## src/hdl/cmsd_defines.vh

```
// Constants for the control mode and strap decoder
`ifndef CMSD_DEFINES_VH
`define CMSD_DEFINES_VH
// Control mode codes
`define CMSD_MODE_HW       2'h0
`define CMSD_MODE_SERIAL   2'h1
`define CMSD_MODE_PAR_DS   2'h2
`define CMSD_MODE_PAR_RW   2'h3
// Register offsets
`define CMSD_OFF_INT_CFG   6'h20
`define CMSD_OFF_MASK_A    6'h13
`define CMSD_OFF_MASK_B    6'h14
`define CMSD_OFF_STAT_A    6'h18
`define CMSD_OFF_STAT_B    6'h19
`define CMSD_OFF_SW_CFG    6'h21
`define CMSD_OFF_SW_LOOP   6'h22
`define CMSD_OFF_SW_PULSE  6'h24
`define CMSD_OFF_SW_LINE   6'h25
`define CMSD_OFF_SW_AUX    6'h26
// Reset values
`define CMSD_RST_MASK      8'hff
`define CMSD_RST_INT_CFG   8'h00
`define CMSD_RST_CFG       8'h00
// Interrupt config fields
`define CMSD_BIT_GMASK     0
`define CMSD_BIT_POL_HIGH  1
// Serial frame: index of the last frame bit and of the last command bit
`define CMSD_SER_BITS      4'hf
`define CMSD_SER_CMD_LAST  4'h7
`endif

```

## src/hdl/cmsd_sync.v

```verilog
// Two flip-flop synchroniser for pins from outside the clock domain
`default_nettype none
module cmsd_sync #(
   parameter integer W       = 1,
   parameter [W-1:0] RST_VAL = {W{1'b0}}
) (
   // Clock and reset
   input  wire         clock,
   input  wire         rst,
   // Pin side and synchronised side
   input  wire [W-1:0] async_in,
   output reg  [W-1:0] sync_out
);
   reg [W-1:0] meta_q;

   // First stage feeds only the second stage
   always @(posedge clock or posedge rst)
   begin
      if (rst)
      begin
         meta_q   <= RST_VAL;
         sync_out <= RST_VAL;
      end
      else
      begin
         meta_q   <= async_in;
         sync_out <= meta_q;
      end
   end
endmodule
`default_nettype wire

```

## src/hdl/cmsd_top.v

```verilog
// Control mode selection, strap decoding, host ports and interrupt output
`include "cmsd_defines.vh"
`default_nettype none
module cmsd_top (
   // Clock and reset
   input  wire        clock,
   input  wire        rst,
   // Mode straps
   input  wire [1:0]  mode_select,
   // Host port pins
   input  wire        cs_n,
   input  wire        sclk,
   input  wire        shift_edge_select,
   input  wire        serial_in,
   output reg         serial_out,
   output reg         serial_out_oe,
   input  wire [5:0]  addr,
   input  wire [7:0]  data_in,
   output reg  [7:0]  data_out,
   output reg         data_oe,
   input  wire        strobe_or_read_n,
   input  wire        dir_or_write_n,
   output reg         irq_out,
   // Hardware configuration straps
   input  wire        rx_edge_select,
   input  wire [1:0]  rail_coding_select,
   input  wire [1:0]  ch1_loop_select,
   input  wire [1:0]  ch2_loop_select,
   input  wire [3:0]  tx_pattern_select,
   input  wire [7:0]  pulse_shape_select,
   input  wire        tx_high_z,
   input  wire [1:0]  jitter_atten_place,
   input  wire [1:0]  monitor_enable,
   input  wire [1:0]  termination_select,
   input  wire [1:0]  rx_power_down,
   // Interrupt sources, one-cycle pulses on clock
   input  wire [7:0]  irq_src_a,
   input  wire [7:0]  irq_src_b,
   // Receive side
   input  wire        recovered_clock,
   input  wire [1:0]  rx_rail_in,
   output reg  [1:0]  rx_rail_outputs,
   // Effective configuration
   output reg         hw_mode,
   output reg         single_rail,
   output reg         ami_coding,
   output reg         clock_data_recovery,
   output reg  [1:0]  analog_loop,
   output reg  [1:0]  digital_loop,
   output reg  [1:0]  remote_loop,
   output reg  [1:0]  inband_loop,
   output reg  [1:0]  tx_all_ones,
   output reg  [1:0]  tx_prbs,
   output reg  [1:0]  tx_power_down,
   output reg  [7:0]  pulse_shape_out,
   output reg         tx_high_z_out,
   output reg  [1:0]  jitter_atten_out,
   output reg  [1:0]  monitor_out,
   output reg  [1:0]  termination_out,
   output reg  [1:0]  rx_power_down_out
);
   wire [3:0]  ctl_s;
   wire [15:0] bus_s;
   wire [31:0] strap_s;
   wire [2:0]  link_s;
   reg  [7:0]  mask_a_q, mask_b_q, stat_a_q, stat_b_q, int_cfg_q;
   reg  [7:0]  sw_cfg_q, sw_loop_q, sw_pulse_q, sw_line_q, sw_aux_q;
   reg         sclk_prev_q, rclk_prev_q, wr_prev_q, rd_prev_q;
   reg  [3:0]  bit_cnt_q;
   reg  [7:0]  in_sh_q, out_sh_q, ser_cmd_q, rd_val_q;
   reg  [5:0]  par_addr_q;
   reg  [7:0]  par_data_q;
   reg         dphase_q;
   reg         wr_en, rd_done;
   reg  [5:0]  wr_addr, rd_addr;
   reg  [7:0]  wr_data, rd_val;
   reg  [1:0]  eff_rail, eff_loop1, eff_loop2;
   reg  [3:0]  eff_pat;
   reg         eff_edge;

   // Pins cross into the clock domain before any decoding
   cmsd_sync #(.W(4), .RST_VAL(4'he)) u_ctl_sync (
      .clock(clock), .rst(rst),
      .async_in({cs_n, strobe_or_read_n, dir_or_write_n, sclk}), .sync_out(ctl_s));
   cmsd_sync #(.W(16)) u_bus_sync (
      .clock(clock), .rst(rst),
      .async_in({shift_edge_select, serial_in, addr, data_in}), .sync_out(bus_s));
   cmsd_sync #(.W(32)) u_strap_sync (
      .clock(clock), .rst(rst),
      .async_in({mode_select, rx_edge_select, rail_coding_select, ch1_loop_select, ch2_loop_select,
                 tx_pattern_select, pulse_shape_select, tx_high_z, jitter_atten_place,
                 monitor_enable, termination_select, rx_power_down, 2'h0}),
      .sync_out(strap_s));
   cmsd_sync #(.W(3)) u_link_sync (
      .clock(clock), .rst(rst),
      .async_in({recovered_clock, rx_rail_in}), .sync_out(link_s));

   wire [1:0] mode_s   = strap_s[31:30];
   wire       cs_act   = ~ctl_s[3];
   wire       strb_s   = ctl_s[2];
   wire       dirw_s   = ctl_s[1];
   wire       sclk_s   = ctl_s[0];
   wire       edge_sel = bus_s[15];
   wire       sdi_s    = bus_s[14];
   wire       is_hw    = (mode_s == `CMSD_MODE_HW);
   wire       is_ser   = (mode_s == `CMSD_MODE_SERIAL);
   wire       is_ds    = (mode_s == `CMSD_MODE_PAR_DS);
   wire       is_par   = is_ds | (mode_s == `CMSD_MODE_PAR_RW);
   wire       ser_on   = is_ser & cs_act;
   // two strobe styles on shared pins
   wire       wr_act   = is_par & cs_act & (is_ds ? (~strb_s & ~dirw_s) : ~dirw_s);
   wire       rd_act   = is_par & cs_act & (is_ds ? (~strb_s & dirw_s) : ~strb_s);
   wire       sclk_r   = sclk_s & ~sclk_prev_q;
   wire       sclk_f   = ~sclk_s & sclk_prev_q;
   // edge select picks the output edge
   wire       act_edge = edge_sel ? sclk_f : sclk_r;
   wire [7:0] byte_now = {sdi_s, in_sh_q[7:1]};

   // Register read multiplexer shared by both ports
   function [7:0] reg_rd;
      input [5:0] a;
      begin
         if (a == `CMSD_OFF_MASK_A)
            reg_rd = mask_a_q;
         else if (a == `CMSD_OFF_MASK_B)
            reg_rd = mask_b_q;
         else if (a == `CMSD_OFF_STAT_A)
            reg_rd = stat_a_q;
         else if (a == `CMSD_OFF_STAT_B)
            reg_rd = stat_b_q;
         else if (a == `CMSD_OFF_INT_CFG)
            reg_rd = int_cfg_q;
         else if (a == `CMSD_OFF_SW_CFG)
            reg_rd = sw_cfg_q;
         else if (a == `CMSD_OFF_SW_LOOP)
            reg_rd = sw_loop_q;
         else if (a == `CMSD_OFF_SW_PULSE)
            reg_rd = sw_pulse_q;
         else if (a == `CMSD_OFF_SW_LINE)
            reg_rd = sw_line_q;
         else if (a == `CMSD_OFF_SW_AUX)
            reg_rd = sw_aux_q;
         else
            reg_rd = 8'h00;
      end
   endfunction

   // Serial port: 8-bit command, LSB first, then 8 data bits
   always @(posedge clock or posedge rst)
   begin
      if (rst)
      begin
         sclk_prev_q   <= 1'b0;
         bit_cnt_q     <= 4'h0;
         in_sh_q       <= 8'h00;
         out_sh_q      <= 8'h00;
         ser_cmd_q     <= 8'h00;
         dphase_q      <= 1'b0;
         serial_out    <= 1'b0;
         serial_out_oe <= 1'b0;
      end
      else
      begin
         sclk_prev_q   <= sclk_s;
         serial_out_oe <= ser_on & dphase_q;
         if (!ser_on)
         begin
            bit_cnt_q <= 4'h0;
            dphase_q  <= 1'b0;
         end
         else
         begin
            if (sclk_r)
            begin
               in_sh_q   <= byte_now;
               bit_cnt_q <= bit_cnt_q + 4'h1;
               if (bit_cnt_q == `CMSD_SER_CMD_LAST)
               begin
                  ser_cmd_q <= byte_now;
                  if (byte_now[0])
                  begin
                     out_sh_q <= reg_rd(byte_now[6:1]);
                     dphase_q <= 1'b1;
                  end
               end
            end
            // output shifts on the chosen edge
            if (act_edge && dphase_q)
            begin
               serial_out <= out_sh_q[0];
               out_sh_q   <= {1'b0, out_sh_q[7:1]};
            end
         end
      end
   end

   // Parallel port: capture while active, act when the strobe ends
   always @(posedge clock or posedge rst)
   begin
      if (rst)
      begin
         wr_prev_q  <= 1'b0;
         rd_prev_q  <= 1'b0;
         par_addr_q <= 6'h00;
         par_data_q <= 8'h00;
         data_out   <= 8'h00;
         data_oe    <= 1'b0;
         rd_val_q   <= 8'h00;
      end
      else
      begin
         wr_prev_q <= wr_act;
         rd_prev_q <= rd_act;
         data_oe   <= rd_act;
         if (wr_act || rd_act)
            par_addr_q <= bus_s[13:8];
         if (wr_act)
            par_data_q <= bus_s[7:0];
         if (rd_act)
         begin
            data_out <= reg_rd(bus_s[13:8]);
            rd_val_q <= reg_rd(bus_s[13:8]);
         end
      end
   end

   // Write and read-completion strobes from whichever port is live
   always @*
   begin
      wr_en   = 1'b0;
      wr_addr = par_addr_q;
      wr_data = par_data_q;
      rd_done = 1'b0;
      rd_addr = par_addr_q;
      rd_val  = rd_val_q;
      if (wr_prev_q && !wr_act)
         wr_en = 1'b1;
      if (rd_prev_q && !rd_act)
         rd_done = 1'b1;
      if (ser_on && sclk_r && bit_cnt_q == `CMSD_SER_BITS)
      begin
         wr_en   = ~ser_cmd_q[0];
         wr_addr = ser_cmd_q[6:1];
         wr_data = byte_now;
         rd_done = ser_cmd_q[0];
         rd_addr = ser_cmd_q[6:1];
         rd_val  = reg_rd(ser_cmd_q[6:1]);
      end
   end

   // Register file; status bits clear on read, a new event wins
   always @(posedge clock or posedge rst)
   begin
      if (rst)
      begin
         mask_a_q   <= `CMSD_RST_MASK;
         mask_b_q   <= `CMSD_RST_MASK;
         stat_a_q   <= 8'h00;
         stat_b_q   <= 8'h00;
         int_cfg_q  <= `CMSD_RST_INT_CFG;
         sw_cfg_q   <= `CMSD_RST_CFG;
         sw_loop_q  <= `CMSD_RST_CFG;
         sw_pulse_q <= `CMSD_RST_CFG;
         sw_line_q  <= `CMSD_RST_CFG;
         sw_aux_q   <= `CMSD_RST_CFG;
      end
      else
      begin
         if (wr_en && wr_addr == `CMSD_OFF_MASK_A)
            mask_a_q <= wr_data;
         if (wr_en && wr_addr == `CMSD_OFF_MASK_B)
            mask_b_q <= wr_data;
         if (wr_en && wr_addr == `CMSD_OFF_INT_CFG)
            int_cfg_q <= wr_data;
         if (wr_en && wr_addr == `CMSD_OFF_SW_CFG)
            sw_cfg_q <= wr_data;
         if (wr_en && wr_addr == `CMSD_OFF_SW_LOOP)
            sw_loop_q <= wr_data;
         if (wr_en && wr_addr == `CMSD_OFF_SW_PULSE)
            sw_pulse_q <= wr_data;
         if (wr_en && wr_addr == `CMSD_OFF_SW_LINE)
            sw_line_q <= wr_data;
         if (wr_en && wr_addr == `CMSD_OFF_SW_AUX)
            sw_aux_q <= wr_data;
         // sticky pending status; a parallel read clears only the bits it saw, a serial read the bits set at the frame end
         stat_a_q <= (stat_a_q & ~((rd_done && rd_addr == `CMSD_OFF_STAT_A) ? rd_val : 8'h00)) | irq_src_a;
         stat_b_q <= (stat_b_q & ~((rd_done && rd_addr == `CMSD_OFF_STAT_B) ? rd_val : 8'h00)) | irq_src_b;
      end
   end

   // pending when an unmasked status bit is set
   wire pend = |(stat_a_q & ~mask_a_q) | |(stat_b_q & ~mask_b_q);
   wire int_act = pend & ~int_cfg_q[`CMSD_BIT_GMASK];

   // straps steer only in hardware mode, registers otherwise
   always @*
   begin
      eff_edge  = is_hw ? strap_s[29]    : sw_cfg_q[0];
      eff_rail  = is_hw ? strap_s[28:27] : sw_cfg_q[2:1];
      eff_loop1 = is_hw ? strap_s[26:25] : sw_loop_q[1:0];
      eff_loop2 = is_hw ? strap_s[24:23] : sw_loop_q[4:3];
      eff_pat   = is_hw ? strap_s[22:19] : {sw_aux_q[3:2], sw_cfg_q[4:3]};
   end

   // Decoded configuration and interrupt pin, all registered
   always @(posedge clock or posedge rst)
   begin
      if (rst)
      begin
         irq_out             <= 1'b1;
         hw_mode             <= 1'b1;
         single_rail         <= 1'b1;
         ami_coding          <= 1'b0;
         clock_data_recovery <= 1'b1;
         analog_loop         <= 2'h0;
         digital_loop        <= 2'h0;
         remote_loop         <= 2'h0;
         inband_loop         <= 2'h0;
         tx_all_ones         <= 2'h0;
         tx_prbs             <= 2'h0;
         tx_power_down       <= 2'h0;
         pulse_shape_out     <= 8'h00;
         tx_high_z_out       <= 1'b0;
         jitter_atten_out    <= 2'h0;
         monitor_out         <= 2'h0;
         termination_out     <= 2'h0;
         rx_power_down_out   <= 2'h0;
      end
      else
      begin
         irq_out  <= int_cfg_q[`CMSD_BIT_POL_HIGH] ? int_act : ~int_act;
         hw_mode  <= is_hw;
         single_rail         <= ~eff_rail[1];
         ami_coding          <= (eff_rail == 2'h1);
         clock_data_recovery <= (eff_rail != 2'h3);
         analog_loop  <= {eff_loop2 == 2'h1, eff_loop1 == 2'h1};
         digital_loop <= {eff_loop2 == 2'h2, eff_loop1 == 2'h2};
         remote_loop  <= {eff_loop2 == 2'h3, eff_loop1 == 2'h3};
         inband_loop  <= is_hw ? 2'h0 : {sw_loop_q[5], sw_loop_q[2]};
         tx_all_ones   <= {eff_pat[3:2] == 2'h1, eff_pat[1:0] == 2'h1};
         tx_prbs       <= {eff_pat[3:2] == 2'h2, eff_pat[1:0] == 2'h2};
         tx_power_down <= {eff_pat[3:2] == 2'h3, eff_pat[1:0] == 2'h3};
         // remaining straps pass through in hardware mode
         pulse_shape_out   <= is_hw ? strap_s[18:11] : sw_pulse_q;
         tx_high_z_out     <= is_hw ? strap_s[10]    : sw_line_q[0];
         jitter_atten_out  <= is_hw ? strap_s[9:8]   : sw_line_q[2:1];
         monitor_out       <= is_hw ? strap_s[7:6]   : sw_line_q[4:3];
         termination_out   <= is_hw ? strap_s[5:4]   : sw_line_q[6:5];
         rx_power_down_out <= is_hw ? strap_s[3:2]   : sw_aux_q[1:0];
      end
   end

   // Receive rails retimed on the selected recovered clock edge
   always @(posedge clock or posedge rst)
   begin
      if (rst)
      begin
         rclk_prev_q     <= 1'b0;
         rx_rail_outputs <= 2'h0;
      end
      else
      begin
         rclk_prev_q <= link_s[2];
         // low picks rising, high picks falling
         if (eff_edge ? (rclk_prev_q & ~link_s[2]) : (~rclk_prev_q & link_s[2]))
            rx_rail_outputs <= link_s[1:0];
      end
   end
endmodule
`default_nettype wire

```

## config.mk

```make
export PLATFORM = sky130hd
export DESIGN_NAME = cmsd_top
export DESIGN_NICKNAME = d
export VERILOG_FILES = /design/src/hdl/cmsd_sync.v /design/src/hdl/cmsd_top.v
export VERILOG_INCLUDE_DIRS = /design/src /design/src/hdl
export SDC_FILE = /design/constraint.sdc
export NUM_CORES = 1
export LEC_CHECK = 0
export ABC_AREA = 1
export CAP_MARGIN = 10
export CELL_PAD_IN_SITES_DETAIL_PLACEMENT = 2
export CELL_PAD_IN_SITES_GLOBAL_PLACEMENT = 2
export CORE_ASPECT_RATIO = 0.7
export CORE_UTILIZATION = 35
export DETAILED_ROUTE_END_ITERATION = 16
export DONT_BUFFER_PORTS = 1
export MAX_ROUTING_LAYER = met4
export PLACE_DENSITY = 0.76
export SLEW_MARGIN = 5
export SYNTH_ARGS = -nofsm -noshare
export SYNTH_HDL_FRONTEND = slang
export SYNTH_HIERARCHICAL = 1
export SYNTH_SLANG_ARGS = --single-unit
```

## constraint.sdc

```tcl
create_clock -name clock -period 5.3 [get_ports clock]
set_clock_uncertainty 0.15 [all_clocks]
set_input_delay 0.265 -clock clock [delete_from_list [all_inputs] [get_ports clock]]
set_output_delay 0.265 -clock clock [all_outputs]
set_load 0.02 [all_outputs]
```

==> results.cfg, run 1 <==
[sta]
worst_slew_pin_slew_ns = 1.33
finalHoldViolCount = 0
setup_tns_ns = 0
drv_slew = 0
clock.fmax_ghz = 0.315
grt_setup_unrepaired = no
rel_slew_slack_pct = 10.5
finalHoldWorstSlack_ns = 0.0795
timing.final.crit_period_ns = 3.18
layout_setup_ws_ns = 2.12
period_share_pct = 59.9
final_report_setup_violation_count = 0

[worst_setup_path]
crit_type = flip-flop to flip-flop
timing.reg2reg.setup_slack_ns = 2.12
cp_data_arrival_time_ns = 3.50
timing.critical_path.required_ns = 5.62
reg2reg_from = u_strap_sync/sync_out[30]$_DFF_PP0_
crit-reg2reg-capture = stat_a_q[4]$_DFF_PP0_
cp-end-kind = flip-flop
reg2reg_depth = 13
timing.critical_path.fanout_max = 45
worstSetupStartpointType = flip-flop

[floorplanning]
core_region_area_um2 = 33800
die_area_um2 = 35400
i_o_pin_cnt = 120
die_w_um = 224
placement_rows = 56
floorplan.die.height_um = 158
initial_core_util_pct = 35.9

[flow_run]
timing.max_cap.violations = 0

[grt]
grtUsageTotal_pct = 26.7
grt_pass1_vias = 11000
grt_start_max_net_pins = 72
grt_pass1_wl_um = 68700
overflow = 0
number_of_antenna_violations_at_the_first_check_in_global_routing = 0

[min_path]
timing.hold.worst.class = input pin to flip-flop
worst_hold_startpoint = dir_or_write_n
hold-path-endpoint = u_ctl_sync/meta_q[1]$_DFF_PP1_
min_delay_path_depth = 1

[yosys]
synthesized_area_divided_by_synthesized_cell_count_um2 = 8.80
netlist_area_um2 = 12100
number_of_nets_produced_by_synthesis = 1448
synthCells = 1376
synth.yosys.warnings = 6

[routing]
ant_nets = 0
drt_drc_violations_left = 0
vias = 10100
postRouteWirelength_um = 44500
vias_per_cell = 5.17
dr.first_iter.drc_count = 668
firstDrtPassIters = 5
wl_per_cell_um = 22.8

[power_and_ir_drop]
power.static_leakage_nw = 6.65
vdd_ir_drop_max_mv = 0.308
power.density_nw_per_um2 = 337

[clock_network]
worst_skew_pair.late_latency_ns = 0.58
clock_tree.htree_level_count = 1
cts_tree = yes
sinks_on_clock_net = 279
cts_root_buffer_type = sky130_fd_sc_hd__clkbuf_16
clk_transition_reported_paths_ns = 0.06
numCtsBuffers = 29
post_cts_resized = 0
cts-root-to-sink-buffers = 3

[cells_and_area]
final_net_count = 1534
num_antenna_cells = 0
fin_area_um2 = 14300
layout.filler_cells = 3724
drive_above_1_share_pct = 10.6
postLayoutCoreUtil_pct = 42.4
synthesis_to_layout_area_growth_pct = 18.1

[placement]
post-dp-hpwl_um = 31000
dp_worst_slack_ns = 2.17
placement.cell_area_um2 = 12700
routabilityCongestion = 0.870
placement.io_buffers = 0

[run_status]
status = finished clean
metal layers:
metal	part of all wire, %	wire length, µm	track usage, %
met1	47	21000	37.0
met2	46	20700	42.1
met3	4.8	2110	3.54
met4	1.7	735	5.09
met5	0	0	-
stage by stage:
stage               cells  power [W]
floorplan            1376    0.00260
global placement     1825    0.00274
detailed placement   1825    0.00276
CTS                  1949    0.00487
global route         1949    0.00499
finish               1949    0.00482
worst max-delay path: stages (launching register included):
cell                      delay, ns
sky130_fd_sc_hd__dfrtp_1       0.45
sky130_fd_sc_hd__inv_2         0.07
sky130_fd_sc_hd__nor2_2        0.12
sky130_fd_sc_hd__nand2_4       0.12
sky130_fd_sc_hd__nor2_8        0.24
sky130_fd_sc_hd__nand2_4       0.40
sky130_fd_sc_hd__o21ai_2       0.45
sky130_fd_sc_hd__inv_2         0.07
sky130_fd_sc_hd__nor2_1        0.09
sky130_fd_sc_hd__nand2_1       0.15
sky130_fd_sc_hd__nor3_4        0.43
sky130_fd_sc_hd__nand3_1       0.14
sky130_fd_sc_hd__nand2_1       0.10
sky130_fd_sc_hd__nand2_1       0.06
sequential cells by signal (all words and copies together) (netlist names), 4 cells and up:
name,flops
sw_line_q,8
ser_cmd_q,7
u_bus_sync/sync_out,16
par_data_q,8
u_strap_sync/meta_q,30
out_sh_q,8
bit_cnt_q,4
par_addr_q,6
rd_val_q,8
u_bus_sync/meta_q,16
mask_a_q,8
sw_aux_q,8
sw_loop_q,8
stat_b_q,8
sw_cfg_q,8
pulse_shape_out,8
in_sh_q,7
u_ctl_sync/sync_out,4
mask_b_q,8
u_ctl_sync/meta_q,4
u_strap_sync/sync_out,30
stat_a_q,8
sw_pulse_q,8
int_cfg_q,8
layout make-up:
class                      instances  area, µm²  area share, %
sequential                       279       7010           49.0
timing repair buffer              82        791           5.52
multi-input combinational        888       4290           30.0
tap                              464        581           4.06
inverter                         182        696           4.86
clock inverter                    16        141          0.988
clock buffer                      38        800           5.59
how the worst max path moves through the flow:
stage | startpoint | to | cells after the start
6_report | u_strap_sync/sync_out[30]$_DFF_PP0_ | stat_a_q[4]$_DFF_PP0_ | 13
5_1_grt | u_strap_sync/sync_out[30]$_DFF_PP0_ | sw_pulse_q[2]$_DFFE_PP0P_ | 13
4_1_cts | u_strap_sync/sync_out[30]$_DFF_PP0_ | stat_a_q[4]$_DFF_PP0_ | 13
3_5_place_dp | u_strap_sync/sync_out[30]$_DFF_PP0_ | stat_a_q[4]$_DFF_PP0_ | 13
3_3_place_gp | u_strap_sync/sync_out[30]$_DFF_PP0_ | stat_a_q[6]$_DFF_PP0_ | 13
2_1_floorplan | rst | ami_coding$_DFF_PP0_ | 1
layout by cell type, fill, tap and decap left out, types with 4 or more instances in the layout:
cell type,instances
sky130_fd_sc_hd__nand2_1,405
sky130_fd_sc_hd__dfrtp_1,253
sky130_fd_sc_hd__inv_1,169
sky130_fd_sc_hd__nor2_1,114
sky130_fd_sc_hd__o21ai_0,93
sky130_fd_sc_hd__dlygate4sd3_1,70
sky130_fd_sc_hd__nand3_1,60
sky130_fd_sc_hd__a21oi_1,50
sky130_fd_sc_hd__o21ai_1,43
sky130_fd_sc_hd__nand4_1,34
sky130_fd_sc_hd__clkbuf_16,29
sky130_fd_sc_hd__dfstp_2,26
sky130_fd_sc_hd__o21ai_2,17
sky130_fd_sc_hd__buf_4,12
sky130_fd_sc_hd__o22ai_1,10
sky130_fd_sc_hd__mux2_2,7
sky130_fd_sc_hd__clkinvlp_4,7
sky130_fd_sc_hd__inv_2,5
sky130_fd_sc_hd__nand2_2,5
sky130_fd_sc_hd__nor4_2,5
sky130_fd_sc_hd__clkbuf_1,5
sky130_fd_sc_hd__nand2_4,4
sky130_fd_sc_hd__o211ai_1,4
sky130_fd_sc_hd__nor2_4,4
sky130_fd_sc_hd__nor3_1,4
sky130_fd_sc_hd__clkinv_1,4
sky130_fd_sc_hd__clkbuf_8,4
timing repair:
| action | CTS | global route |
|---|---|---|
| setup buffers | 0 | 0 |
| hold buffers | 70 | 0 |
| hold endpoints to repair | 244 | 0 |
| setup endpoints to repair | 0 | 0 |
power breakdown:
group	switching, W	leakage [nW]	internal [W]
sequential	0.000109	3.43	0.00225
clock	0.000930	0.440	0.00112
combinational	0.000301	2.78	0.000115
(Power assumes the default switching activity.)
==> run 2: changes to the inputs <==
Settings changed: CORE_UTILIZATION 35 to 39, PLACE_DENSITY 0.76 to 0.8.
Clock period 5.3 ns to 3.05 ns, I/O delays scaled along.
==> run 2 against run 1 <==
The run now ends with negative setup slack left. First-iteration DRC count grew 120%. Via count rose by 21%. Register-to-register slack got worse by 2.5 ns. Hold slack worse by 0.013 ns. Power up 95%. Worst setup slack worse by 2.5 ns. Critical path depth rose by 1. Maximum frequency decreased by 7.5%. Design area rose by 6.3%. Global-route usage grew 11 points. Routed wire length is 50% higher. Cell count increased by 1.9%. Critical endpoint is now stat_b_q[3]$_DFF_PP0_.
==> results.cfg, run 2 (synthesis gave the netlist of run 1 again) <==
[run_status]
status = finished with violations
violated_checks = negative setup slack

[routing]
vias = 12200
wl_per_cell_um = 33.7
drt_drc_violations_left = 0
postRouteWirelength_um = 66900
dr.first_iter.drc_count = 1456
vias_per_cell = 6.14
firstDrtPassIters = 7
ant_nets = 0

[worst_setup_path]
cp-end-kind = flip-flop
timing.critical_path.fanout_max = 7
crit_type = flip-flop to flip-flop
worstSetupStartpointType = flip-flop
cp_data_arrival_time_ns = 3.76
timing.critical_path.required_ns = 3.37

[placement]
routabilityCongestion = 0.905
post-dp-hpwl_um = 32200
placement.io_buffers = 0
placement.cell_area_um2 = 12800
dp_worst_slack_ns = 0.111

[cells_and_area]
largestRegisters = u_strap_sync/meta_q: 30 flops, u_strap_sync/sync_out: 30 flops
drive_above_1_share_pct = 11.8
fin_area_um2 = 15200
final_net_count = 1620
layout_common_cells = 405 x sky130_fd_sc_hd__nand2_1, 253 x sky130_fd_sc_hd__dfrtp_1, 168 x sky130_fd_sc_hd__inv_1
layout.filler_cells = 3185
layout_commonest_cell = sky130_fd_sc_hd__nand2_1
synthesis_to_layout_area_growth_pct = 25.6

[power_and_ir_drop]
power.density_nw_per_um2 = 617
vdd_ir_drop_max_mv = 0.619
power.static_leakage_nw = 7.12
total_net_switching_power_w = 0.00286
seq_power_share_pct = 44.1
internal_power_w = 0.00654
clkPwrFrac_pct = 45.2
power_switching_share_pct = 30.4
comb_power_share_pct = 10.7

[floorplanning]
core_region_area_um2 = 30300
i_o_pin_cnt = 120
initial_core_util_pct = 40.0
die_area_um2 = 31800
die_w_um = 213
placement_rows = 53
floorplan.die.height_um = 149

[grt]
overflow = 0
number_of_antenna_violations_at_the_first_check_in_global_routing = 3
grt_start_max_net_pins = 56
grtUsageTotal_pct = 37.8
grt_pass1_wl_um = 84800
grt_pass1_vias = 12600

[sta]
final_report_setup_violation_count = 28
clock.fmax_ghz = 0.291
layout_setup_ws_ns = -0.384
rel_slew_slack_pct = 22.5
finalHoldViolCount = 0
finalHoldWorstSlack_ns = 0.0668
drv_slew = 0
period_share_pct = 113
worst_slew_pin_slew_ns = 1.16
timing.final.crit_period_ns = 3.43

[clock_network]
sinks_on_clock_net = 279
cts_root_buffer_type = sky130_fd_sc_hd__clkbuf_16
clock_tree.htree_level_count = 1
cts-root-to-sink-buffers = 3
clk_transition_reported_paths_ns = 0.08
worst_skew_pair.late_latency_ns = 0.62
numCtsBuffers = 29
cts_tree = yes

[min_path]
timing.hold.worst.class = input pin to flip-flop

[flow_run]
timing.max_cap.violations = 0
-- run 2: path summary, 6_finish.rpt --
| kind | slack (ns) | startpoint | to | depth (start not counted) |
|---|---|---|---|---|
| worst max register to register | -0.38 | ser_cmd_q[3]$_DFFE_PP0P_ | stat_b_q[3]$_DFF_PP0_ | 14 |
| worst min-delay path | 0.07 | irq_src_a[2] | stat_a_q[2]$_DFF_PP0_ | 3 |
| max in group asynchronous | 0.88 | rst | bit_cnt_q[0]$_DFFE_PP0P_ | 4 |
| min in group asynchronous | 0.62 | rst | u_ctl_sync/meta_q[0]$_DFF_PP0_ | 3 |
| worst min register to register | 0.20 | u_strap_sync/meta_q[25]$_DFF_PP0_ | u_strap_sync/sync_out[25]$_DFF_PP0_ | 0 |
| worst max-delay path | -0.38 | ser_cmd_q[3]$_DFFE_PP0P_ | stat_b_q[3]$_DFF_PP0_ | 14 |
-- run 2: power groups by stage --
stage / Combinational [W] / Sequential (W) / Clock, W
after floorplan: 0.000424 / 0.00409 / 0
after global placement: 0.000648 / 0.00414 / 0
after detailed placement: 0.000692 / 0.00415 / 0
after CTS: 0.000832 / 0.00409 / 0.00405
after global routing: 0.00103 / 0.00415 / 0.00433
final: 0.00100 / 0.00415 / 0.00424
-- run 2: per-layer routing --
metal,track usage [%],vias up,wire length [µm]
li1,-,4732,-
met1,48.3,6332,25900
met2,60.7,846,30500
met3,7.01,287,6140
met4,12.8,0,4370
met5,-,-,0
-- run 2: cell type report --
| type | count | area (µm²) | area share, % |
|---|---|---|---|
| Antenna cell | 3 | 7.51 | 0.0493 |
| Clock buffer | 37 | 786 | 5.16 |
| Clock inverter | 17 | 274 | 1.80 |
| Inverter | 182 | 694 | 4.56 |
| Multi-Input combinational cell | 888 | 4300 | 28.3 |
| Sequential cell | 279 | 7010 | 46.1 |
| Tap cell | 412 | 515 | 3.39 |
| Timing Repair Buffer | 168 | 1620 | 10.7 |
-- run 2: timing repair --
| item | 4_1_cts | 5_1_grt |
|---|---|---|
| resized for setup | 0 | 7 |
| setup buffers | 0 | 6 |
| endpoints found under the setup margin | 0 | 72 |
| endpoints found under the hold margin | 251 | 0 |
| hold buffers | 125 | 0 |
-- run 2: worst max-delay path: stages, from the launching register on --
cell	delay, ns
sky130_fd_sc_hd__dfrtp_1	0.47
sky130_fd_sc_hd__inv_1	0.15
sky130_fd_sc_hd__nor2_1	0.27
sky130_fd_sc_hd__buf_4	0.24
sky130_fd_sc_hd__inv_1	0.12
sky130_fd_sc_hd__nor2_1	0.59
sky130_fd_sc_hd__nand2_1	0.25
sky130_fd_sc_hd__nand3_1	0.24
sky130_fd_sc_hd__nor2_1	0.09
sky130_fd_sc_hd__nand4_1	0.11
sky130_fd_sc_hd__nand2_1	0.08
sky130_fd_sc_hd__nand3_1	0.10
sky130_fd_sc_hd__nand3_1	0.16
sky130_fd_sc_hd__nand2_1	0.19
sky130_fd_sc_hd__nand2_1	0.10
-- run 2: per-stage QoR --
step | cells | total power, W | util (%) | setup TNS [ns]
6_report | 1986 | 0.00939 | 50.2 | -2.04
5_1_grt | 1986 | 0.00951 | 50.2 | -4.21
4_1_cts | 1977 | 0.00897 | 49.8 | 0
3_5_place_dp | 1798 | 0.00485 | 42.2 | 0
3_3_place_gp | 1798 | 0.00479 | 42.2 | 0
2_1_floorplan | 1376 | 0.00452 | - | 0
==> run 3: changes to the inputs <==
Settings changed: CTS_CLUSTER_SIZE set to 24, RECOVER_POWER set to 50.
==> run 3 against run 2 <==
The run ends with max-capacitance violations, max-slew violations, negative setup slack left. Power fell by 0.25%. Critical path depth did not move. Sequential share of layout area barely moved. Global-route usage did not move. Die area did not move.
==> results.cfg, run 3 (synthesis gave the netlist of run 1 again) <==
[sta]
timing.final.crit_period_ns = 3.30
period_share_pct = 108
clock.fmax_ghz = 0.303
finalHoldViolCount = 0
finalHoldWorstSlack_ns = 0.0700
rel_slew_slack_pct = -20.7
layout_setup_ws_ns = -0.251
final_report_setup_violation_count = 31
drv_slew = 26
setup_tns_ns = -2.19
worst_slew_pin_slew_ns = 1.80

[floorplanning]
i_o_pin_cnt = 120
floorplan.die.height_um = 149
die_area_um2 = 31800
placement_rows = 53
die_w_um = 213
initial_core_util_pct = 40.0
core_region_area_um2 = 30300

[worst_setup_path]
cpPeakStageDelay_ns = 0.55
path_common_cell = sky130_fd_sc_hd__nand2_1
crit_type = flip-flop to flip-flop
worstSetupStartpointType = flip-flop
combined_buffer_and_inverter_count_along_the_critical_path = 3
cp_data_arrival_time_ns = 3.62
timing.critical_path.fanout_max = 7
timing.critical_path.slowest_stage_cell = sky130_fd_sc_hd__nor2_1
top_family_by_delay_on_critical_path = simple AND/OR/NAND/NOR gates
timing.critical_path.required_ns = 3.37
cp-end-kind = flip-flop
crit_chain = inv_1 -> nor2_1 -> buf_4 -> inv_1 -> nor2_1 -> nand2_1 -> nand3_1 -> nor2_1 -> nand4_1 -> nand2_1 -> nand3_1 -> nand3_1 -> nand2_1 -> nand2_1

[run_status]
violated_checks = max-capacitance violations, max-slew violations, negative setup slack
status = finished with violations

[routing]
drt_drc_violations_left = 0
firstDrtPassIters = 5
vias = 12100
postRouteWirelength_um = 65800
ant_nets = 0
vias_per_cell = 6.10
dr.first_iter.drc_count = 1199
wl_per_cell_um = 33.1

[grt]
grtUsageTotal_pct = 37.8
number_of_antenna_violations_at_the_first_check_in_global_routing = 3
overflow = 0
use_met3_pct = 7.01
globalRouteMet1Util_pct = 48.3
grt_util_met2_pct = 60.7
grt_pass1_wl_um = 84800
grt_start_max_net_pins = 56
grt_pass1_vias = 12600
top_usage_layer = met2

[cells_and_area]
layout_commonest_cell = sky130_fd_sc_hd__nand2_1
final_net_count = 1620
layout_common_cells = 405 x sky130_fd_sc_hd__nand2_1, 253 x sky130_fd_sc_hd__dfrtp_1, 168 x sky130_fd_sc_hd__inv_1
multi_input_comb_area_um2 = 4290
layout.area.seq_um2 = 7010
drive_above_1_share_pct = 11.4
layout.filler_cells = 3217
largestRegisters = u_strap_sync/meta_q: 30 flops, u_strap_sync/sync_out: 30 flops
synthesis_to_layout_area_growth_pct = 25.5

[power_and_ir_drop]
vdd_ir_drop_max_mv = 0.520
power.static_leakage_nw = 7.12
internal_power_w = 0.00653
comb_power_share_pct = 10.6
total_net_switching_power_w = 0.00284
seq_power_share_pct = 44.2
clkPwrFrac_pct = 45.3
power.density_nw_per_um2 = 616
power_switching_share_pct = 30.3

[clock_network]
cts_root_buffer_type = sky130_fd_sc_hd__clkbuf_16
cts_tree = yes
clock_tree.htree_level_count = 1
sinks_on_clock_net = 279
cts-root-to-sink-buffers = 3
numCtsBuffers = 29
clk_transition_reported_paths_ns = 0.08
worst_skew_pair.late_latency_ns = 0.62

[min_path]
timing.hold.worst.class = input pin to flip-flop

[placement]
dp_worst_slack_ns = 0.111
post-dp-hpwl_um = 32200
placement.io_buffers = 0
routabilityCongestion = 0.905

[flow_run]
timing.max_cap.violations = 1
[run 3: final cells by class]
cell class	count	share of cell area [%]
antenna	5	0.0823
clock buffer	37	5.17
clock inverter	17	1.80
inverter	182	4.55
multi-input combinational	888	28.2
sequential	279	46.1
tap	412	3.39
timing repair buffer	168	10.6
[run 3: worst reg2reg max path, stage by stage, from the launching register on]
cell,delay (ns)
sky130_fd_sc_hd__dfrtp_1,0.47
sky130_fd_sc_hd__inv_1,0.18
sky130_fd_sc_hd__nor2_1,0.27
sky130_fd_sc_hd__buf_4,0.23
sky130_fd_sc_hd__inv_1,0.12
sky130_fd_sc_hd__nor2_1,0.55
sky130_fd_sc_hd__nand2_1,0.22
sky130_fd_sc_hd__nand3_1,0.21
sky130_fd_sc_hd__nor2_1,0.08
sky130_fd_sc_hd__nand4_1,0.13
sky130_fd_sc_hd__nand2_1,0.09
sky130_fd_sc_hd__nand3_1,0.12
sky130_fd_sc_hd__nand3_1,0.13
sky130_fd_sc_hd__nand2_1,0.12
sky130_fd_sc_hd__nand2_1,0.08
[run 3: routing by layer]
layer	part of all wire [%]	up-vias
li1	-	4734
met1	38	6234
met2	46	820
met3	8.7	347
met4	6.9	0
met5	0	-
[run 3: worst paths after layout]
path / from / endpoint / slack, ns / cells after the start
max in group asynchronous: rst / mask_a_q[3]$_DFFE_PP1P_ / 0.37 / 4
max reg2reg: ser_cmd_q[3]$_DFFE_PP0P_ / stat_b_q[3]$_DFF_PP0_ / -0.25 / 14
min in group asynchronous: rst / u_ctl_sync/meta_q[0]$_DFF_PP0_ / 0.65 / 3
min reg2reg: u_strap_sync/meta_q[13]$_DFF_PP0_ / u_strap_sync/sync_out[13]$_DFF_PP0_ / 0.19 / 0
min: irq_src_a[2] / stat_a_q[2]$_DFF_PP0_ / 0.07 / 3
max: ser_cmd_q[3]$_DFFE_PP0P_ / stat_b_q[3]$_DFF_PP0_ / -0.25 / 14
[run 3: power groups by stage]
stage               sequential [W]  clock [W]  combinational, W
finish                     0.00414    0.00424          0.000989
detailed placement         0.00415          0          0.000692
global placement           0.00414          0          0.000648
floorplan                  0.00409          0          0.000424
global route               0.00414    0.00433           0.00102
CTS                        0.00409    0.00405          0.000832
[run 3: per-stage QoR]
step                      utilization [%]  instance area (µm²)  instances  total power (W)
after CTS                            49.8                15100       1977          0.00897
after detailed placement             42.2                12800       1798          0.00485
after floorplan                         -                12100       1376          0.00452
after global placement               42.2                12800       1798          0.00479
final                                50.2                15200       1988          0.00937
after global routing                 50.2                15200       1988          0.00949
[run 3: repair_timing]
| item | CTS | global route |
|---|---|---|
| hold buffers | 125 | 0 |
| hold endpoints to repair | 251 | 0 |
| setup buffers | 0 | 6 |
| gates resized for setup | 0 | 7 |
| setup endpoints to repair | 0 | 72 |
